### config.mk
export PLATFORM = sky130hd
export DESIGN_NAME = gri_init
export DESIGN_NICKNAME = d
export VERILOG_FILES = /design/src/rtl/gri_pkg.sv /design/src/rtl/gri_init.sv
export SDC_FILE = /design/constraint.sdc
export NUM_CORES = 1
export LEC_CHECK = 0
export ABC_AREA = 1
export BUFFER_PORTS_ARGS = -buffer_cell sky130_fd_sc_hd__buf_2
export CAP_MARGIN = 40
export CORE_MARGIN = 10
export CORE_UTILIZATION = 40
export CTS_BUF_LIST = sky130_fd_sc_hd__clkbuf_2
export CTS_CLUSTER_DIAMETER = 80
export CTS_CLUSTER_SIZE = 30
export DETAILED_ROUTE_END_ITERATION = 10
export PLACE_DENSITY = 0.71
export SLEW_MARGIN = 10
export SYNTH_ARGS = -nofsm -noshare
export SYNTH_HDL_FRONTEND = slang
export SYNTH_SLANG_ARGS = --single-unit
### constraint.sdc
create_clock -name core_clk_i -period 3.7 [get_ports core_clk_i]
set_input_delay 0.74 -clock core_clk_i [delete_from_list [all_inputs] [get_ports core_clk_i]]
set_output_delay 0.74 -clock core_clk_i [all_outputs]
set_load 0.03 [all_outputs]
### src/rtl/gri_pkg.sv
// Package: constants and carriers for the remote initialization block
package gri_pkg;
  localparam int BYTE_W = 8;
  localparam int IBUF_DEPTH = 16;
  localparam int OQ_DEPTH = 16;
  localparam int SET_W = 32;
  localparam int MAV_BIT = 4;
  localparam int ESR_OPC_BIT = 0;
  localparam int ESR_PON_BIT = 7;
  localparam logic [7:0] ESR_RST = 8'h00;
  localparam logic [7:0] ESE_RST = 8'h00;
  localparam logic [7:0] SRE_RST = 8'h00;
  // Clearing takes one cycle in the clear state
  localparam int CLR_CYCLES = 1;

  typedef enum logic [1:0] {
    GRI_ST_IDLE,
    GRI_ST_CLEAR,
    GRI_ST_RUN
  } gri_state_t;

  typedef struct packed {
    logic talk;
    logic listen;
    logic ctrl_act;
    logic sh_busy;
    logic ah_busy;
    logic srq_pend;
    logic remote;
    logic pp_cfg;
  } gri_if_t;

  typedef struct packed {
    logic opc_armed;
    logic opcq_armed;
  } gri_opc_t;
endpackage

### src/rtl/gri_init.sv
// Module: IEEE 488 remote interface initialization and message queues
// How it works
// RULE1: Interface clear idles handshake, talker, listener and controller.
// RULE2: Interface clear drops pending request; keeps remote, poll, trigger.
// RULE3: Interface clear leaves instrument settings untouched.
// RULE4: Device clear empties input buffer and output queue, clearing MAV.
// RULE5: Device clear resets parser, execution unit and response generator.
// RULE6: Device clear discards pending commands blocking a reset sequence.
// RULE7: Device clear forces operation-complete command handling idle.
// RULE8: Device clear forces operation-complete query handling idle.
// RULE9: After device clear, message parts sit idle awaiting the controller.
// RULE10: Device clear keeps settings, status bits other than MAV, operations.
// RULE11: Reset command loads the fixed predefined instrument state.
// RULE12: Reset command keeps interface state, address and output queue.
// RULE13: Reset command keeps enables, clear flag, calibration and setup.
// RULE14: Power-on restores saved settings, or defaults with preset held.
// RULE15: Power-on starts with empty input buffer and output queue.
// RULE16: Power-on resets parser, execution unit and response generator.
// RULE17: Power-on places both operation-complete handlers idle.
// RULE18: Power-on zeroes event status and its enable, then records events.
// RULE19: MAV sits at status bit 4, one while output queue holds data.
// RULE20: Each stimulus acts in bounded cycles; reception resumes afterwards.
//
// The strobed register port is this design's own decision.
`timescale 1ns/1ps
module gri_init #(
  parameter int IBUF_D = gri_pkg::IBUF_DEPTH,
  parameter int OQ_D = gri_pkg::OQ_DEPTH,
  parameter logic [gri_pkg::SET_W-1:0] DEFAULT_SET = 32'h0000_0000
) (
  input wire logic core_clk_i,
  input wire logic sys_rst_i,
  // Bus stimuli; clears and reset command are one-cycle pulses
  input wire logic ifc_i,
  input wire logic dcl_i,
  input wire logic sdc_i,
  input wire logic addressed_i,
  input wire logic rst_cmd_i,
  input wire logic preset_key_i,
  input wire logic [gri_pkg::SET_W-1:0] saved_set_i,
  // Interface function requests
  input wire logic if_set_i,
  input wire gri_pkg::gri_if_t if_req_i,
  // Input buffer write
  input wire logic in_valid_i,
  input wire logic [gri_pkg::BYTE_W-1:0] in_data_i,
  output logic in_ready_o,
  // Parser side read of input buffer
  input wire logic cmd_ready_i,
  output logic cmd_valid_o,
  output logic [gri_pkg::BYTE_W-1:0] cmd_data_o,
  // Response generator writes, talker reads
  input wire logic rsp_valid_i,
  input wire logic [gri_pkg::BYTE_W-1:0] rsp_data_i,
  input wire logic talk_read_i,
  output logic [gri_pkg::BYTE_W-1:0] talk_data_o,
  // Operation complete handling
  input wire logic opc_cmd_i,
  input wire logic opcq_cmd_i,
  input wire logic ops_done_i,
  input wire logic [7:0] event_i,
  input wire logic ese_wr_i,
  input wire logic sre_wr_i,
  input wire logic [7:0] reg_wdata_i,
  output gri_pkg::gri_if_t if_state_o,
  output gri_pkg::gri_opc_t opc_state_o,
  output logic [gri_pkg::SET_W-1:0] settings_o,
  output logic [7:0] esr_o,
  output logic [7:0] ese_o,
  output logic [7:0] sre_o,
  output logic [7:0] stb_o,
  output logic parser_rst_o,
  output logic busy_o
);
  import gri_pkg::*;

  localparam int IA = $clog2(IBUF_D);
  localparam int OA = $clog2(OQ_D);

  function automatic logic [IA:0] inc_i(input logic [IA:0] p);
    inc_i = p + 1'b1;
  endfunction

  function automatic logic [OA:0] inc_o(input logic [OA:0] p);
    inc_o = p + 1'b1;
  endfunction

  logic [BYTE_W-1:0] ibuf [IBUF_D];
  logic [BYTE_W-1:0] oq [OQ_D];

  gri_state_t st_r, st_nxt;
  logic [IA:0] iw_r, iw_nxt, ir_r, ir_nxt;
  logic [OA:0] ow_r, ow_nxt, or_r, or_nxt;
  gri_if_t if_r, if_nxt;
  gri_opc_t opc_r, opc_nxt;
  logic [SET_W-1:0] set_r, set_nxt;
  logic [7:0] esr_r, esr_nxt, ese_r, ese_nxt, sre_r, sre_nxt;
  logic [BYTE_W-1:0] cmd_r, cmd_nxt, tdat_r, tdat_nxt;
  logic cmdv_r, cmdv_nxt;
  logic dev_clr, i_full, i_empty, o_full, o_empty, i_push, o_push;
  logic i_pop, o_pop;

  assign dev_clr = dcl_i | (sdc_i & addressed_i);
  assign i_full = (iw_r[IA] != ir_r[IA]) && (iw_r[IA-1:0] == ir_r[IA-1:0]);
  assign i_empty = (iw_r == ir_r);
  assign o_full = (ow_r[OA] != or_r[OA]) && (ow_r[OA-1:0] == or_r[OA-1:0]);
  assign o_empty = (ow_r == or_r);
  // Reception held off while a clear is pending or in progress
  assign in_ready_o = (st_r == GRI_ST_RUN) && !dev_clr && !i_full; // RULE20
  assign i_push = in_valid_i && in_ready_o;
  assign i_pop = (!cmdv_r || cmd_ready_i) && !i_empty && st_r == GRI_ST_RUN;
  assign o_pop = talk_read_i && !o_empty && st_r == GRI_ST_RUN;
  assign o_push = (rsp_valid_i || (opc_r.opcq_armed && ops_done_i))
                  && !o_full && st_r == GRI_ST_RUN && !dev_clr;

  always_comb begin
    st_nxt = st_r;
    iw_nxt = iw_r;
    ir_nxt = ir_r;
    ow_nxt = ow_r;
    or_nxt = or_r;
    if_nxt = if_r;
    opc_nxt = opc_r;
    set_nxt = set_r;
    esr_nxt = esr_r;
    ese_nxt = ese_r;
    sre_nxt = sre_r;
    cmd_nxt = cmd_r;
    cmdv_nxt = cmdv_r;
    tdat_nxt = tdat_r;
    case (st_r)
      GRI_ST_IDLE: begin
        // Power-on: pick saved or default settings
        set_nxt = preset_key_i ? DEFAULT_SET : saved_set_i; // RULE14
        st_nxt = GRI_ST_CLEAR;
      end
      GRI_ST_CLEAR: begin
        // Queues empty, parser idle; settings kept
        iw_nxt = '0; // RULE4 RULE15
        ir_nxt = '0; // RULE4 RULE15
        ow_nxt = '0; // RULE4 RULE15
        or_nxt = '0; // RULE4 RULE15
        cmdv_nxt = 1'b0; // RULE5 RULE6 RULE16
        opc_nxt = '0; // RULE7 RULE8 RULE17
        st_nxt = GRI_ST_RUN; // RULE9 RULE10
      end
      GRI_ST_RUN: begin
        if (i_push) begin
          iw_nxt = inc_i(iw_r);
        end
        if (i_pop) begin
          ir_nxt = inc_i(ir_r);
          cmd_nxt = ibuf[ir_r[IA-1:0]];
          cmdv_nxt = 1'b1;
        end else if (cmd_ready_i) begin
          cmdv_nxt = 1'b0;
        end
        if (o_push) begin
          ow_nxt = inc_o(ow_r);
        end
        if (o_pop) begin
          or_nxt = inc_o(or_r);
          tdat_nxt = oq[or_r[OA-1:0]];
        end
        if (opc_cmd_i) begin
          opc_nxt.opc_armed = 1'b1;
        end
        if (opcq_cmd_i) begin
          opc_nxt.opcq_armed = 1'b1;
        end
        if (ops_done_i) begin
          opc_nxt.opc_armed = 1'b0;
          opc_nxt.opcq_armed = 1'b0;
        end
        // Reset command touches only settings and exec state
        if (rst_cmd_i) begin
          set_nxt = DEFAULT_SET; // RULE11 RULE12 RULE13
          opc_nxt = '0;
        end
        if (ese_wr_i) begin
          ese_nxt = reg_wdata_i;
        end
        if (sre_wr_i) begin
          sre_nxt = reg_wdata_i;
        end
        if (dev_clr) begin
          st_nxt = GRI_ST_CLEAR; // RULE4 RULE5 RULE6 RULE7 RULE8 RULE20
        end
      end
      default: st_nxt = GRI_ST_IDLE;
    endcase
    // Events keep recording in every state but idle; power-on bit set after zeroing
    if (st_r != GRI_ST_IDLE) begin
      esr_nxt = esr_r | event_i; // RULE18
      if (opc_r.opc_armed && ops_done_i && st_r == GRI_ST_RUN &&
          !dev_clr) begin
        esr_nxt[ESR_OPC_BIT] = 1'b1;
      end
    end else begin
      esr_nxt = ESR_RST;
      esr_nxt[ESR_PON_BIT] = 1'b1; // RULE18
    end
    // Interface functions follow requests; clear wins for every field, holding remote and pp_cfg
    if (if_set_i) begin
      if_nxt = if_req_i;
    end
    if (ifc_i) begin
      if_nxt.talk = 1'b0; // RULE1
      if_nxt.listen = 1'b0; // RULE1
      if_nxt.ctrl_act = 1'b0; // RULE1
      if_nxt.sh_busy = 1'b0; // RULE1
      if_nxt.ah_busy = 1'b0; // RULE1
      if_nxt.srq_pend = 1'b0; // RULE2
      if_nxt.remote = if_r.remote; // RULE2 RULE3
      if_nxt.pp_cfg = if_r.pp_cfg; // RULE2
    end
  end

  always_ff @(posedge core_clk_i) begin
    if (sys_rst_i) begin
      st_r <= GRI_ST_IDLE;
      iw_r <= '0;
      ir_r <= '0;
      ow_r <= '0;
      or_r <= '0;
      if_r <= '0;
      opc_r <= '0;
      set_r <= '0;
      esr_r <= ESR_RST;
      ese_r <= ESE_RST; // RULE18
      sre_r <= SRE_RST;
      cmd_r <= '0;
      cmdv_r <= 1'b0;
      tdat_r <= '0;
    end else begin
      st_r <= st_nxt;
      iw_r <= iw_nxt;
      ir_r <= ir_nxt;
      ow_r <= ow_nxt;
      or_r <= or_nxt;
      if_r <= if_nxt;
      opc_r <= opc_nxt;
      set_r <= set_nxt;
      esr_r <= esr_nxt;
      ese_r <= ese_nxt;
      sre_r <= sre_nxt;
      cmd_r <= cmd_nxt;
      cmdv_r <= cmdv_nxt;
      tdat_r <= tdat_nxt;
    end
  end

  // Memories carry no reset; pointers define their contents
  always_ff @(posedge core_clk_i) begin
    if (i_push) begin
      ibuf[iw_r[IA-1:0]] <= in_data_i;
    end
    if (o_push) begin
      oq[ow_r[OA-1:0]] <= rsp_valid_i ? rsp_data_i : 8'h31;
    end
  end

  always_comb begin
    stb_o = 8'h00;
    stb_o[MAV_BIT] = !o_empty; // RULE19
    stb_o[5] = |(esr_r & ese_r);
  end

  assign cmd_valid_o = cmdv_r;
  assign cmd_data_o = cmd_r;
  assign talk_data_o = tdat_r;
  assign if_state_o = if_r;
  assign opc_state_o = opc_r;
  assign settings_o = set_r;
  assign esr_o = esr_r;
  assign ese_o = ese_r;
  assign sre_o = sre_r;
  assign parser_rst_o = (st_r != GRI_ST_RUN);
  assign busy_o = (st_r != GRI_ST_RUN);
endmodule // gri_init

==> flow_summary.toml <==
[power]
power_mw = 6.578
cellLeakagePower_nw = 6.373
peakVddDrop_mv = 0.3127
power.density_nw_per_um2 = 391.0

[timing]
tightest_slew_ns = 0.7856
relSlewSlack_pct = 47.50
rsz0062_at_grt = "false"
max_freq_mhz = 293.8
finalMaxSlewViolations = 0
final.min_clock_period_ns = 3.404
skew_ns = 0.07620
setup_tns_ns = 0
post-route-period-util_pct = 92.00
finalHoldViolations = 0
setup_viol = 0

[synthesis]
netlist_instances = 1450
yosysWarnings = 0
syn_area_per_cell_um2 = 10.20
ys_ff_latch = 361
yosysSeqAreaShare_pct = 66.20
yosysMostFrequentCell = "nor2_1"
netlist_top_cells_count = "nor2_1 (365), edfxtp_1 (256), nand2_1 (177)"
yosys.area.top_type = "edfxtp_1"
syn_area_um2 = 14790
synth-edff-count = 256
synth_cell_types = 31
async_flop_share_pct = 0
synthDominantCellAreaShare_pct = 51.98
ys.flop_type = "edfxtp_1"
yosys-top-cells-area = "edfxtp_1 (52%), dfxtp_1 (14%), nor2_1 (9.3%)"

[hold_path]
hold_class = "input pin to flop"
holdPathStages = 4

[route]
post-route-drc-count = 0
routed_wl_um = 38790
antenna_left = 0
viasPerCell = 5.242
vias = 11150
first_pass_iters = 5
drt_first_iter_violations = 1086
avgRoutedWirePerCell_um = 18.24

[critical_path]
end_kind = "output pin"
worstPathArrival_ns = 2.66
worstRegToRegCells = 10
crit_required_ns = 2.96
path_class = "flop to output pin"
start_kind = "flop"
crit_fanout = 11

[floorplanning]
pin_count = 184
dieArea_um2 = 45060
core_area_um2 = 36520
dieHeight_um = 212.3
row_count = 70
die_w_um = 212.3
initial_core_util_pct = 40.49

[clock_tree]
clkTransAtPathRegs_ns = 0.49
clk_latency_ns = 0.93
cts_buffers = 16
clock_sink_count = 361
cts_buffer_depth = 3
cts_max_level = 1
cts-root-buf = "clkbuf_2"
tritoncts = "done"

[grt]
grt_pass1_vias = 10630
grt_start_max_net_pins = 68
track_usage_pct = 16.36
antenna_found_initial = 2
grt_first_pass_wirelength_um = 58710
grt_overflow = 0

[final_layout]
drive_above_1_share_pct = 14.32
finalNetCount = 1749
num-fill-cells = 3321
syn_to_final_growth_pct = 13.77

[run]
max_cap_viol_count = 0

[placed_design]
hpwl_um = 26210
port_buffers = 177
gp_congestion = 0.9127

[outcome]
status = "finished clean"
[power breakdown]
group          switching, mW  total, mW  internal (mW)
clock network           1.12       1.31          0.188
logic                  0.558      0.808          0.250
registers             0.0493       4.46           4.41
[flip-flops by register name, summed over array words and instances (netlist names)]
signal and flops:
oq 128, opc_state_o 2, or_r 5, cmd_valid_o 1, talk_data_o 8, ibuf 128, cmd_data_o 8, ese_o 8
st_r 2, settings_o 32, iw_r 5, esr_o 8, sre_o 8, ir_r 5, if_state_o 8, ow_r 5
[placed cells by master, fill, tap and decap left out, drive strengths merged, types with 50 or more instances in the layout]
cell type | netlist | routed
edfxtp | 256 | 256
nand3 | 105 | 105
nand2 | 179 | 179
buf | 46 | 190
o21ai | 168 | 168
dlygate4sd3 | 0 | 67
a21oi | 68 | 68
inv | 48 | 50
nor2 | 366 | 366
dfxtp | 105 | 105
[critical path: stages, from the launching register on]
cell and delay [ns]:
dfxtp_1 0.63, inv_1 0.27, nand2_1 0.11, nand2_1 0.06, nor2_1 0.15, nand3_1 0.18
nand2_1 0.10, inv_1 0.05, buf_2 0.17
[path summary, 6_finish.rpt]
kind	from	endpoint	slack, ns
setup / recovery	ir_r[3]	in_ready_o	0.30
hold reg to reg	settings_o[9]	settings_o[9]	0.47
hold / removal	ifc_i	if_state_o[1]	0.11
setup reg to reg	st_r[0]	oq[14][3]	0.85
[cell type report]
class                      count  area, µm²  share of cell area [%]
inverter                      49      183.9                   1.093
multi-input combinational    960       4404                   26.18
tap                          468      585.6                   3.480
clock inverter                 4      35.03                  0.2082
sequential                   361       9792                   58.20
timing repair buffer         257       1694                   10.07
antenna                        4      10.01                 0.05949
clock buffer                  24      120.1                  0.7139
[cells by family (layout without fill, tap and decap cells)]
family	after synthesis	in the layout	synth area share, %
DFF	361	361	66.20
xor gates and xnor gates	15	15	0.8884
adders and majority gates	14	14	1.185
and+or+nand+nor	657	657	17.84
other	1	10	0.02536
AOI/OAI and AO/OA	268	268	9.654
buffers and inverters	134	334	4.205
[what timing repair did]
item                                    in CTS  in global routing
hold buffers                                67                  0
endpoints found under the hold margin       63                  0
endpoints found under the setup margin       0                  1
setup buffers                                0                  0
resized for setup                            0                  2
[through the flow]
stage	std cells	area, µm²	hold WS, ns	util, %	setup slack (ns)
2_1_floorplan	1455	14810	0.4772	-	1.412
3_3_place_gp	2026	15930	0.4484	43.62	0.9019
3_5_place_dp	2028	15990	0.4523	43.77	0.8189
4_1_cts	2123	16810	0.0001945	46.03	0.07587
5_1_grt	2125	16820	0.04658	46.05	0.03652
6_report	2127	16820	0.1050	46.07	0.2959
[per-layer routing]
metal,GRT usage (%),wire length (µm)
met1,20.87,16170
met2,27.88,19070
met3,2.327,2304
met4,5.736,1245
met5,0,0
No activity file was read; power rests on OpenSTA's default activity.
